==> src/hdl/supervisor_pkg.sv <==
// Constants, register map and types for the supply supervisor and watchdog.
package supervisor_pkg;

    // ------------------------------------------------------------------
    // Timing
    // ------------------------------------------------------------------
    // Cycle counts at the 100 MHz system clock.
    localparam logic [31:0] WD_UPPER_INT_CYC = 32'h09896800;
    localparam logic [31:0] WD_LOWER_INT_CYC = 32'h004c4b40;
    localparam logic [31:0] WD_UPPER_OPEN_CYC = 32'h0004e200;
    localparam logic [31:0] WD_PER_PF_CYC = 32'h00001c20;
    localparam logic [31:0] RST_INT_CYC = 32'h01312d00;
    localparam logic [31:0] RST_OPEN_CYC = 32'h00009c40;
    localparam logic [31:0] RST_PER_PF_CYC = 32'h00000384;
    localparam logic [31:0] UV_FILTER_CYC = 32'h00001f40;
    localparam int TIMER_W = 32;
    localparam int unsigned LOWER_DIV_SHIFT = 5;

    // ------------------------------------------------------------------
    // Strap decoding
    // ------------------------------------------------------------------
    localparam logic [1:0] STRAP_GND = 2'h0;
    localparam logic [1:0] STRAP_OPEN = 2'h1;
    localparam logic [1:0] STRAP_VCC = 2'h2;
    localparam int MV_W = 16;
    localparam logic [MV_W-1:0] NOM_12000_MV = 16'h2ee0;
    localparam logic [MV_W-1:0] NOM_5000_MV = 16'h1388;
    localparam logic [MV_W-1:0] NOM_3300_MV = 16'h0ce4;
    localparam logic [MV_W-1:0] NOM_2500_MV = 16'h09c4;
    localparam logic [MV_W-1:0] NOM_1800_MV = 16'h0708;
    localparam logic [MV_W-1:0] NOM_1500_MV = 16'h05dc;
    localparam logic [MV_W-1:0] NOM_1200_MV = 16'h04b0;
    localparam logic [MV_W-1:0] NOM_1000_MV = 16'h03e8;
    localparam logic [MV_W-1:0] NOM_500_MV = 16'h01f4;
    localparam logic [7:0] MARGIN_5_PCT = 8'h05;
    localparam logic [7:0] MARGIN_10_PCT = 8'h0a;
    localparam logic [7:0] MARGIN_15_PCT = 8'h0f;
    localparam logic [7:0] PCT_FULL = 8'h64;

    // ------------------------------------------------------------------
    // Register map
    // ------------------------------------------------------------------
    localparam int ADDR_W = 5;
    localparam int CAP_W = 16;
    localparam logic [ADDR_W-1:0] ADDR_MASK = 5'h1c;
    localparam logic [ADDR_W-1:0] REG_CONTROL = 5'h00;
    localparam logic [ADDR_W-1:0] REG_WD_CAP = 5'h04;
    localparam logic [ADDR_W-1:0] REG_RST_CAP = 5'h08;
    localparam logic [ADDR_W-1:0] REG_STATUS = 5'h0c;
    localparam logic [ADDR_W-1:0] REG_THRESHOLD = 5'h10;
    localparam logic [1:0] RESP_OKAY = 2'h0;
    localparam logic [1:0] RESP_SLVERR = 2'h2;

    typedef struct packed {
        logic [1:0] pick_a;
        logic [1:0] pick_b;
        logic [1:0] margin;
        logic [1:0] period;
        logic [1:0] delay;
    } strap_type;

    typedef struct packed {
        logic [15:0] zero;
        strap_type straps;
        logic wd_cause;
        logic wd_disabled;
        logic manual_high;
        logic lockout;
        logic supply_valid;
        logic reset_asserted;
    } status_type;

    typedef enum logic [1:0] {
        ST_HOLD = 2'h0,
        ST_TIMING = 2'h1,
        ST_RUN = 2'h2
    } reset_state_type;

endpackage

==> src/hdl/supply_supervisor_watchdog.sv <==
// Supply supervisor with reset timer, windowed watchdog and AXI4-Lite regs.
// ---------------------------------------------------------------------------
// Overview of operation
// - Period pin at supply gives an upper watchdog bound of 1.6 s.
// - Windowed mode with period pin at supply uses a 50 ms lower bound.
// - Windowed mode with a capacitor uses upper bound divided by 32.
// - Upper bound is 72 ms per nF, 3.2 ms open, 1.6 s at supply.
// - Plain mode: any kick edge before the upper bound, else reset.
// - Windowed mode: kick spacing must lie between lower and upper bounds.
// - Windowed mode counts only falling kick edges.
// - Manual reset low asserts reset; release follows one full timeout.
// - The manual reset synchroniser reads inactive high in reset; after that it follows the pin.
// - Reset is low while the supply sits below the selected threshold.
// - Reset stays low one timeout after the supply recovers.
// - Reset timeout is 9 ms per nF, 400 us open, 200 ms at supply.
// - Margin select picks -5, -10 or -15 percent below nominal.
// - Two three-state level picks choose the nominal supply voltage.
// - Reset output only pulls low or floats, never drives high.
// - Reset is held while the device supply is in lockout.
// - Supply loss during the timeout clears and later restarts the timer.
// - Comparator changes shorter than the filter time are ignored.
// ---------------------------------------------------------------------------
`timescale 1ns/1ps
module supply_supervisor_watchdog
    import supervisor_pkg::*;
#(
    parameter logic [TIMER_W-1:0] WD_UPPER_INT = WD_UPPER_INT_CYC,
    parameter logic [TIMER_W-1:0] WD_LOWER_INT = WD_LOWER_INT_CYC,
    parameter logic [TIMER_W-1:0] WD_UPPER_OPEN = WD_UPPER_OPEN_CYC,
    parameter logic [TIMER_W-1:0] WD_PER_PF = WD_PER_PF_CYC,
    parameter logic [TIMER_W-1:0] RST_INT = RST_INT_CYC,
    parameter logic [TIMER_W-1:0] RST_OPEN = RST_OPEN_CYC,
    parameter logic [TIMER_W-1:0] RST_PER_PF = RST_PER_PF_CYC,
    parameter logic [TIMER_W-1:0] UV_FILTER = UV_FILTER_CYC
)
(
    input wire logic sys_clk,
    input wire logic rst,
    input wire logic watchdog_kick_input,
    input wire logic manual_reset_n,
    input wire logic supply_lockout,
    input wire logic [MV_W-1:0] monitored_supply_level,
    input wire logic [1:0] nominal_level_pick_a,
    input wire logic [1:0] nominal_level_pick_b,
    input wire logic [1:0] margin_select,
    input wire logic [1:0] watchdog_period_pin,
    input wire logic [1:0] reset_delay_pin,
    output logic reset_n_out,
    output logic reset_n_oe,
    input wire logic [ADDR_W-1:0] s_axi_awaddr,
    input wire logic s_axi_awvalid,
    output logic s_axi_awready,
    input wire logic [31:0] s_axi_wdata,
    input wire logic [3:0] s_axi_wstrb,
    input wire logic s_axi_wvalid,
    output logic s_axi_wready,
    output logic [1:0] s_axi_bresp,
    output logic s_axi_bvalid,
    input wire logic s_axi_bready,
    input wire logic [ADDR_W-1:0] s_axi_araddr,
    input wire logic s_axi_arvalid,
    output logic s_axi_arready,
    output logic [31:0] s_axi_rdata,
    output logic [1:0] s_axi_rresp,
    output logic s_axi_rvalid,
    input wire logic s_axi_rready
);
    // ------------------------------------------------------------------
    // Functions
    // ------------------------------------------------------------------
    function automatic logic [TIMER_W-1:0] strap_time(
        input logic [1:0] code,
        input logic [CAP_W-1:0] cap,
        input logic [TIMER_W-1:0] per_pf,
        input logic [TIMER_W-1:0] open_cyc,
        input logic [TIMER_W-1:0] vcc_cyc
    );
        logic [TIMER_W-1:0] t;
        t = open_cyc;
        if (code == STRAP_VCC)
            t = vcc_cyc;
        else if (code == STRAP_GND)
            t = TIMER_W'(cap) * per_pf;
        if (t == '0)
            t = TIMER_W'(1);
        return t;
    endfunction

    function automatic logic [31:0] merge_strb(
        input logic [31:0] old,
        input logic [31:0] data,
        input logic [3:0] strb
    );
        logic [31:0] r;
        r = old;
        for (int i = 0; i < 4; i++)
        begin
            if (strb[i])
                r[i*8 +: 8] = data[i*8 +: 8];
        end
        return r;
    endfunction

    // ------------------------------------------------------------------
    // Pin synchronisers
    // ------------------------------------------------------------------
    localparam int PIN_W = 13;
    localparam logic [PIN_W-1:0] PIN_RESET = 13'h0800;
    logic [PIN_W-1:0] pin_meta;
    logic [PIN_W-1:0] pin_sync;
    logic kick_prev;
    strap_type straps;
    logic kick_now;
    logic manual_high;
    logic lockout;

    // Manual reset resets to high so it reads inactive until the pin value is synchronised.
    always_ff @(posedge sys_clk or posedge rst)
    begin
        if (rst)
        begin
            pin_meta <= PIN_RESET;
            pin_sync <= PIN_RESET;
            kick_prev <= 1'b0;
        end
        else
        begin
            pin_meta <= {watchdog_kick_input, manual_reset_n, supply_lockout,
                nominal_level_pick_a, nominal_level_pick_b, margin_select,
                watchdog_period_pin, reset_delay_pin};
            pin_sync <= pin_meta;
            kick_prev <= kick_now;
        end
    end

    assign kick_now = pin_sync[12];
    assign manual_high = pin_sync[11];
    assign lockout = pin_sync[10];
    assign straps = strap_type'(pin_sync[9:0]);

    // ------------------------------------------------------------------
    // Register declarations and threshold decode
    // ------------------------------------------------------------------
    logic windowed;
    logic [CAP_W-1:0] wd_cap;
    logic [CAP_W-1:0] rst_cap;
    logic [MV_W-1:0] nominal;
    logic [7:0] margin_pct;
    logic [MV_W-1:0] threshold;
    logic [23:0] scaled;

    always_comb
    begin
        unique case ({straps.pick_a, straps.pick_b})
            {STRAP_VCC, STRAP_VCC}: nominal = NOM_12000_MV;
            {STRAP_VCC, STRAP_OPEN}: nominal = NOM_5000_MV;
            {STRAP_VCC, STRAP_GND}: nominal = NOM_3300_MV;
            {STRAP_OPEN, STRAP_VCC}: nominal = NOM_2500_MV;
            {STRAP_OPEN, STRAP_GND}: nominal = NOM_1500_MV;
            {STRAP_GND, STRAP_VCC}: nominal = NOM_1200_MV;
            {STRAP_GND, STRAP_OPEN}: nominal = NOM_1000_MV;
            {STRAP_GND, STRAP_GND}: nominal = NOM_500_MV;
            default: nominal = NOM_1800_MV;
        endcase
        unique case (straps.margin)
            STRAP_VCC: margin_pct = MARGIN_5_PCT;
            STRAP_GND: margin_pct = MARGIN_15_PCT;
            default: margin_pct = MARGIN_10_PCT;
        endcase
        scaled = 24'(nominal) * 24'(PCT_FULL - margin_pct);
        threshold = MV_W'(scaled / 24'(PCT_FULL));
    end

    // ------------------------------------------------------------------
    // Supply glitch filter
    // ------------------------------------------------------------------
    logic raw_valid;
    logic supply_valid;
    logic next_supply_valid;
    logic [TIMER_W-1:0] uv_count;

    assign raw_valid = monitored_supply_level >= threshold;

    interval_timer #(.W(TIMER_W)) uv_timer (
        .sys_clk(sys_clk),
        .rst(rst),
        .clear(raw_valid == supply_valid),
        .count(uv_count)
    );

    always_comb
    begin
        next_supply_valid = supply_valid;
        if (raw_valid != supply_valid && uv_count >= UV_FILTER - 1'b1)
            next_supply_valid = raw_valid;
    end

    // ------------------------------------------------------------------
    // Watchdog
    // ------------------------------------------------------------------
    reset_state_type state;
    reset_state_type next_state;
    logic [TIMER_W-1:0] wd_count;
    logic [TIMER_W-1:0] wd_upper;
    logic [TIMER_W-1:0] wd_lower;
    logic wd_disabled;
    logic kick;
    logic wd_fault;

    always_comb
    begin
        wd_upper = strap_time(straps.period, wd_cap, WD_PER_PF,
            WD_UPPER_OPEN, WD_UPPER_INT);
        if (straps.period == STRAP_VCC)
            wd_lower = WD_LOWER_INT;
        else
            wd_lower = wd_upper >> LOWER_DIV_SHIFT;
        wd_disabled = straps.period == STRAP_GND && wd_cap == '0;
        if (windowed)
            kick = kick_prev && !kick_now;
        else
            kick = kick_prev ^ kick_now;
        wd_fault = state == ST_RUN && !wd_disabled &&
            (wd_count >= wd_upper || (windowed && kick &&
            wd_count < wd_lower));
    end

    interval_timer #(.W(TIMER_W)) wd_timer (
        .sys_clk(sys_clk),
        .rst(rst),
        .clear(kick || state != ST_RUN),
        .count(wd_count)
    );

    // ------------------------------------------------------------------
    // Reset sequencer
    // ------------------------------------------------------------------
    logic hold;
    logic [TIMER_W-1:0] rst_count;
    logic [TIMER_W-1:0] rst_time;
    logic wd_cause;
    logic next_wd_cause;
    logic next_drive;

    interval_timer #(.W(TIMER_W)) rst_timer (
        .sys_clk(sys_clk),
        .rst(rst),
        .clear(state != ST_TIMING),
        .count(rst_count)
    );

    always_comb
    begin
        hold = !supply_valid || lockout || !manual_high;
        rst_time = strap_time(straps.delay, rst_cap, RST_PER_PF,
            RST_OPEN, RST_INT);
        next_state = state;
        unique case (state)
            ST_HOLD:
                if (!hold)
                    next_state = ST_TIMING;
            ST_TIMING:
                if (hold)
                    next_state = ST_HOLD;
                else if (rst_count >= rst_time - 1'b1)
                    next_state = ST_RUN;
            ST_RUN:
                if (hold || wd_fault)
                    next_state = ST_HOLD;
        endcase
        next_wd_cause = wd_cause;
        if (wd_fault)
            next_wd_cause = 1'b1;
        else if (hold)
            next_wd_cause = 1'b0;
        next_drive = next_state != ST_RUN;
    end

    // The pad only ever sinks current; the high level comes from outside.
    always_ff @(posedge sys_clk or posedge rst)
    begin
        if (rst)
        begin
            state <= ST_HOLD;
            supply_valid <= 1'b0;
            wd_cause <= 1'b0;
            reset_n_oe <= 1'b1;
        end
        else
        begin
            state <= next_state;
            supply_valid <= next_supply_valid;
            wd_cause <= next_wd_cause;
            reset_n_oe <= next_drive;
        end
    end

    assign reset_n_out = 1'b0;

    // ------------------------------------------------------------------
    // AXI4-Lite slave
    // ------------------------------------------------------------------
    logic aw_held;
    logic w_held;
    logic [ADDR_W-1:0] aw_addr;
    logic [31:0] w_data;
    logic [3:0] w_strb;
    logic next_aw_held;
    logic next_w_held;
    logic [ADDR_W-1:0] next_aw_addr;
    logic [31:0] next_w_data;
    logic [3:0] next_w_strb;
    logic next_bvalid;
    logic [1:0] next_bresp;
    logic next_rvalid;
    logic [31:0] next_rdata;
    logic [1:0] next_rresp;
    logic next_windowed;
    logic [CAP_W-1:0] next_wd_cap;
    logic [CAP_W-1:0] next_rst_cap;
    logic [31:0] merged;
    status_type status;

    assign s_axi_awready = !aw_held && !s_axi_bvalid;
    assign s_axi_wready = !w_held && !s_axi_bvalid;
    assign s_axi_arready = !s_axi_rvalid;

    always_comb
    begin
        status = '{16'h0000, straps, wd_cause, wd_disabled, manual_high,
            lockout, supply_valid, reset_n_oe};
        next_aw_held = aw_held;
        next_w_held = w_held;
        next_aw_addr = aw_addr;
        next_w_data = w_data;
        next_w_strb = w_strb;
        next_bvalid = s_axi_bvalid && !s_axi_bready;
        next_bresp = s_axi_bresp;
        next_windowed = windowed;
        next_wd_cap = wd_cap;
        next_rst_cap = rst_cap;
        merged = '0;
        if (s_axi_awvalid && s_axi_awready)
        begin
            next_aw_held = 1'b1;
            next_aw_addr = s_axi_awaddr & ADDR_MASK;
        end
        if (s_axi_wvalid && s_axi_wready)
        begin
            next_w_held = 1'b1;
            next_w_data = s_axi_wdata;
            next_w_strb = s_axi_wstrb;
        end
        if (aw_held && w_held)
        begin
            next_aw_held = 1'b0;
            next_w_held = 1'b0;
            next_bvalid = 1'b1;
            next_bresp = RESP_OKAY;
            unique case (aw_addr)
                REG_CONTROL:
                begin
                    merged = merge_strb(32'(windowed), w_data, w_strb);
                    next_windowed = merged[0];
                end
                REG_WD_CAP:
                begin
                    merged = merge_strb(32'(wd_cap), w_data, w_strb);
                    next_wd_cap = merged[CAP_W-1:0];
                end
                REG_RST_CAP:
                begin
                    merged = merge_strb(32'(rst_cap), w_data, w_strb);
                    next_rst_cap = merged[CAP_W-1:0];
                end
                REG_STATUS, REG_THRESHOLD: ;
                default: next_bresp = RESP_SLVERR;
            endcase
        end
        next_rvalid = s_axi_rvalid && !s_axi_rready;
        next_rdata = s_axi_rdata;
        next_rresp = s_axi_rresp;
        if (s_axi_arvalid && s_axi_arready)
        begin
            next_rvalid = 1'b1;
            next_rresp = RESP_OKAY;
            unique case (s_axi_araddr & ADDR_MASK)
                REG_CONTROL: next_rdata = 32'(windowed);
                REG_WD_CAP: next_rdata = 32'(wd_cap);
                REG_RST_CAP: next_rdata = 32'(rst_cap);
                REG_STATUS: next_rdata = status;
                REG_THRESHOLD: next_rdata = 32'(threshold);
                default:
                begin
                    next_rdata = '0;
                    next_rresp = RESP_SLVERR;
                end
            endcase
        end
    end

    always_ff @(posedge sys_clk or posedge rst)
    begin
        if (rst)
        begin
            aw_held <= 1'b0;
            w_held <= 1'b0;
            aw_addr <= '0;
            w_data <= '0;
            w_strb <= '0;
            s_axi_bvalid <= 1'b0;
            s_axi_bresp <= RESP_OKAY;
            s_axi_rvalid <= 1'b0;
            s_axi_rdata <= '0;
            s_axi_rresp <= RESP_OKAY;
            windowed <= 1'b0;
            wd_cap <= '0;
            rst_cap <= '0;
        end
        else
        begin
            aw_held <= next_aw_held;
            w_held <= next_w_held;
            aw_addr <= next_aw_addr;
            w_data <= next_w_data;
            w_strb <= next_w_strb;
            s_axi_bvalid <= next_bvalid;
            s_axi_bresp <= next_bresp;
            s_axi_rvalid <= next_rvalid;
            s_axi_rdata <= next_rdata;
            s_axi_rresp <= next_rresp;
            windowed <= next_windowed;
            wd_cap <= next_wd_cap;
            rst_cap <= next_rst_cap;
        end
    end
endmodule

==> src/hdl/interval_timer.sv <==
// Saturating up-counter used for timeouts and the glitch filter.
`timescale 1ns/1ps
module interval_timer
    import supervisor_pkg::*;
#(
    parameter int W = TIMER_W
)
(
    input wire logic sys_clk,
    input wire logic rst,
    input wire logic clear,
    output logic [W-1:0] count
);
    logic [W-1:0] next_count;

    // Saturation keeps a stalled timer from wrapping into a false short count.
    always_comb
    begin
        next_count = count;
        if (clear)
            next_count = '0;
        else if (count != '1)
            next_count = count + 1'b1;
    end

    always_ff @(posedge sys_clk or posedge rst)
    begin
        if (rst)
            count <= '0;
        else
            count <= next_count;
    end
endmodule

==> config.mk <==
export PLATFORM = sky130hd
export DESIGN_NAME = supply_supervisor_watchdog
export DESIGN_NICKNAME = d
export VERILOG_FILES = /design/src/hdl/supervisor_pkg.sv /design/src/hdl/supply_supervisor_watchdog.sv /design/src/hdl/interval_timer.sv
export SDC_FILE = /design/constraint.sdc
export NUM_CORES = 1
export LEC_CHECK = 0
export BUFFER_PORTS_ARGS = -buffer_cell sky130_fd_sc_hd__buf_4
export CAP_MARGIN = 30
export CELL_PAD_IN_SITES_DETAIL_PLACEMENT = 1
export CELL_PAD_IN_SITES_GLOBAL_PLACEMENT = 1
export CORE_ASPECT_RATIO = 1.75
export CORE_MARGIN = 2
export CORE_UTILIZATION = 30
export DETAILED_ROUTE_END_ITERATION = 16
export PLACE_DENSITY = 0.57
export SLEW_MARGIN = 20
export SYNTH_ARGS = -nofsm -noshare
export SYNTH_HDL_FRONTEND = slang
export SYNTH_SLANG_ARGS = --single-unit
==> constraint.sdc <==
create_clock -name sys_clk -period 24.4 [get_ports sys_clk]
set_input_delay 4.88 -clock sys_clk [delete_from_list [all_inputs] [get_ports sys_clk]]
set_output_delay 4.88 -clock sys_clk [all_outputs]
set_load 0.01 [all_outputs]
==> reports/results.txt, run 1 <==
Mapped Cells: 2618
Post-Syn Area per Cell: 8.688 µm²
Final Skew: 26.84 ps
number of synthesized flops with an enable pin: 0
RSZ-0062 raised after global routing: false
post-synthesis instance area: 22750 µm²
Core Area: 75050 µm²
library cells used by synthesis: 122
post-DP HPWL: 59.44 mm
FFs w/ async S/R, synth: 1.000
CP arrival: 21210 ps
fin. max-slew vios: 12
via count: 19752
worst skew pair latency: 580 ps
DR WL/cell: 19.50 µm
final hold vios: 0
DP Cell Count: 3668
initial core utilization: 0.3031
synthesis-to-finish area growth: 12.02%
number of port buffers: 83
max_cap viols: 0
die height: 368.3 µm
Top cell by count, worst path: a21oi_1
Slew headroom: -0.09302
total gr overflow: 0
CP peak stage delay: 780 ps
startpoint class of the critical path: flop
most common cell after layout, fill and taps aside: ha_1
gpl congestion: 0.8777
final wirelength: 72.52 mm
via/cell ratio: 5.313
cell taking the most area after synthesis: dfrtp_1
# rows: 133
Die W: 212.1 µm
Clock H-tree levels: 1
top post-synthesis cells by area: dfrtp_1 (22%), ha_1 (15%), fa_1 (8.6%)
first-pass GRT wire length: 116.1 mm
Setup WS post-layout: 3663 ps
Yosys top cell area share: 0.2211
IO Pins: 125
Post-CTS Hold Fix Bufs: 0
crit end category: flop
Non-Filler Instances: 3718
FF+latch count, synth: 204
clock sinks: 204
Min Hold Slack: 349.6 ps
status: complete, but fails checks
failing checks: slew limit
Post-CTS Setup Bufs: 0
pre-CTS worst setup slack: 3519 ps
register area share after synthesis: 0.2246
setup TNS: 0 ps
crit path time final: 20740 ps
Root Driver: clkbuf_16
crit path max fanout: 27
Syn. warnings: 0
Peak Freq: 0.04822 GHz
clock-pin slew on the worst setup and hold paths: 70 ps
initial drt markers: 555
CTS buffer count: 24
Post-synth top flop: dfrtp_1
Crit Path Class: reg -> reg
pin count of the biggest net entering global routing: 74
vias in the first global route: 21677
CP required: 24870 ps
final setup violation count: 0
most frequent cells in the layout: ha_1 (281), nor2_1 (238), inv_1 (236)
# DRC: 0
GRT Util Overall: 0.1870
worst-case clock buffer depth: 3
Resized cells post-CTS: 0
Final ANT Viol Nets: 0
Pre-antenna DRT Iters: 5
antenna violations before repair: 0
# diodes: 0
Final period util: 0.8499
layout cells sized above 1: 0.1090
Worst Hold Class: reg -> reg
CTS tree: yes
Critical-path top delay cell: o211ai_1
Reg2Reg Setup Slack: 3660 ps
fin nets: 3149
measured slew at the worst slew-check pin: 1622 ps
die area: 78120 µm²
==> path summary, 6_finish.rpt <==
path                                           end  depth (start not counted)   startpoint
max in group asynchronous       wd_timer.count[26]                          5          rst
worst min-delay path                   pin_sync[2]                          0  pin_meta[2]
min in group asynchronous             pin_meta[10]                          2          rst
worst max-delay path            uv_timer.count[20]                         72  pin_sync[7]
worst max register to register  uv_timer.count[20]                         72  pin_sync[7]
worst min register to register         pin_sync[2]                          0  pin_meta[2]
==> layer usage <==
layer,track usage,vias up,part of all wire
li1,-,9365,-
met1,0.1897,10030,0.36
met2,0.3877,254,0.58
met3,0.01211,103,0.022
met4,0.06636,0,0.033
met5,0,-,0
==> cell type report <==
| cell class | instances | area [µm²] |
|---|---|---|
| fillers | 8858 | 49570 |
| multi-input cells | 2111 | 16390 |
| flip-flops and latches | 204 | 5109 |
| well taps | 1012 | 1266 |
| inverters | 241 | 912.1 |
| repair buffers | 106 | 828.3 |
| clock buffers | 24 | 600.6 |
| clock inverters | 20 | 379.1 |
==> flip-flops by register name (all words and copies together), names as in the netlist, 2 cells and up <==
register         cells
aw_addr              3
pin_meta            13
state                2
s_axi_rdata         16
wd_timer.count      32
rst_timer.count     32
pin_sync            13
rst_cap             16
w_strb               2
wd_cap              16
uv_timer.count      32
w_data              16
==> kinds of logic (layout without fill, tap and decap cells) <==
kind of cell,Yosys count,count (layout),synth area share
simple gates,873,873,0.1899
compound gates,603,603,0.1904
fa+ha+maj,382,382,0.2421
buf+inv,338,391,0.06172
flops,204,204,0.2246
xor+xnor,157,157,0.06177
mux,59,59,0.02915
other cells,2,37,0.0003302
==> synthesized netlist by cell type (all sizes together) (13+ instances only) <==
master  instances
mux2           42
xor2           73
nand2b         45
o31ai          14
mux2i          16
inv           239
a31oi          13
xnor2          84
and3           22
nor2          241
clkbuf         51
nand2         200
o21ai         148
fa             98
nor4           28
ha            281
dfrtp         201
a22oi          20
a21oi         136
o211ai         19
or3            34
a21o           31
or2            26
nand4          42
nor3           61
nor2b          41
nand3          80
o21bai         16
a211oi         32
o21a           37
o221ai         18
and2           18
buf            46
==> critical path: cells and delay by family (launching register included) <==
| family | cells | cell delay [ps] |
|---|---|---|
| buf+inv | 4 | 480 |
| simple gates | 25 | 6210 |
| fa+ha+maj | 6 | 2780 |
| flops | 1 | 660 |
| compound gates | 35 | 10080 |
| xor+xnor | 2 | 410 |
==> through the flow <==
| stage | cell area (µm²) | utilization |
|---|---|---|
| after detailed placement | 24420 | 0.3254 |
| after global placement | 24390 | 0.3250 |
| after floorplan | 22880 | - |
| after global routing | 25480 | 0.3395 |
| after CTS | 25400 | 0.3384 |
| final | 25480 | 0.3395 |
Power of run 1 is left out: the tool's default activity adds up to more than one toggle a clock period on the data nets, which glitch-free logic cannot reach.
==> run 2: changes to the inputs <==
- PLACE_DENSITY: 0.57 -> 0.59
- clock period: 24.4 -> 17.7 ns (I/O delays scaled with it)
==> run 2 against run 1 <==
Register-to-register slack got worse by 3400 ps. Design area rose by 12%. Largest cell class unchanged. The run still ends with slew limit left. Critical path depth rose by 12. First-iteration DRC count rose by 8.8%. Sequential share of layout area fell by 2.2 points. Critical path type unchanged. Final cell count rose by 8.5%.
==> reports/results.txt, run 2 (synthesis gave the netlist of run 1 again) <==
number of port buffers: 83
initial core utilization: 0.3031
final hold vios: 0
Worst Hold Class: reg -> reg
Slew headroom: -0.1203
clock sinks: 204
gpl congestion: 0.9059
CTS buffer count: 21
GRT Util Overall: 0.1925
leading registers by flop count: rst_timer.count (32), uv_timer.count (32), wd_timer.count (32)
measured slew at the worst slew-check pin: 1663 ps
pin count of the biggest net entering global routing: 88
die height: 368.3 µm
worst skew pair latency: 560 ps
max_cap viols: 0
Top cell by count, worst path: buf_4
fin. max-slew vios: 12
Critical-path top delay cell: or4_4
crit end category: flop
total gr overflow: 0
worst-case clock buffer depth: 3
vias in the first global route: 23474
final setup violation count: 0
pre-CTS worst setup slack: -614.1 ps
layout cells sized above 1: 0.2430
Final Util: 0.3816
via count: 20855
Crit Path Class: reg -> reg
initial drt markers: 604
clock-pin slew on the worst setup and hold paths: 70 ps
Setup WS post-layout: 304.4 ps
startpoint class of the critical path: flop
Clock H-tree levels: 1
Final Skew: 25.40 ps
# rows: 133
via/cell ratio: 5.170
Peak Freq: 0.05749 GHz
Final period util: 0.9828
Largest delay share family, worst path: compound AO/OA/AOI/OAI gates
antenna violations before repair: 1
CP arrival: 17820 ps
status: complete, but fails checks
# DRC: 0
die area: 78120 µm²
Pre-antenna DRT Iters: 5
RSZ-0062 raised after global routing: true
worst hold stages: 0
Crit path buffers/inverters: 16
Critical Path Stages: 84
CTS tree: yes
crit path max fanout: 8
Core Area: 75050 µm²
IO Pins: 125
failing checks: slew limit
DR WL/cell: 18.60 µm
Final ANT Viol Nets: 0
most frequent cells in the layout: buf_4 (417), ha_1 (277), inv_1 (235)
Reg2Reg Depth: 84
Root Driver: clkbuf_16
post-DP HPWL: 61.62 mm
first-pass GRT wire length: 120.9 mm
crit path time final: 17400 ps
CP required: 18130 ps
CP peak stage delay: 610 ps
synthesis-to-finish area growth: 25.90%
most common cell after layout, fill and taps aside: buf_4
fin nets: 3467
final wirelength: 75.05 mm
Die W: 212.1 µm
-- run 2: per-layer routing --
metal	wire length, µm	global-route usage
met1	26600	0.1860
met2	43980	0.4041
met3	1522	0.01638
met4	2934	0.07530
met5	8	0
-- run 2: per-stage QoR --
step | TNS (ps) | hold slack, ps | cells | instance area (µm²)
6_report | 0 | 346.7 | 4034 | 28640
5_1_grt | -18560 | 336.5 | 4033 | 28640
4_1_cts | 0 | 333.9 | 4009 | 27730
3_5_place_dp | -18850 | 337.0 | 3963 | 26640
3_3_place_gp | -7705 | 331.6 | 3962 | 26630
2_1_floorplan | 0 | 331.2 | 2653 | 22880
-- run 2: final cells by class --
class,instances,area (µm²)
inverters,241,917.1
clock buffers,24,546.8
clock inverters,14,197.7
diodes,1,2.502
flip-flops and latches,204,5112
repair buffers,427,3266
fillers,8845,46410
multi-input cells,2111,17330
well taps,1012,1266
-- run 2: repair_timing --
action,4_1_cts,5_1_grt
pin swaps,9,56
cloned,0,2
buffers inserted,8,22
resized for setup,51,153
hold buffers,0,0
setup endpoints to repair,33,33
-- run 2: worst paths after layout --
path | from | endpoint | slack [ps]
max in group asynchronous | rst | pin_sync[7] | 13280
max | pin_sync[6] | uv_timer.count[5] | 300
min | pin_meta[6] | pin_sync[6] | 350
max reg2reg | pin_sync[6] | uv_timer.count[5] | 300
min reg2reg | pin_meta[6] | pin_sync[6] | 350
min in group asynchronous | rst | aw_addr[3] | 3070
Power of run 2 is left out for the same reason.
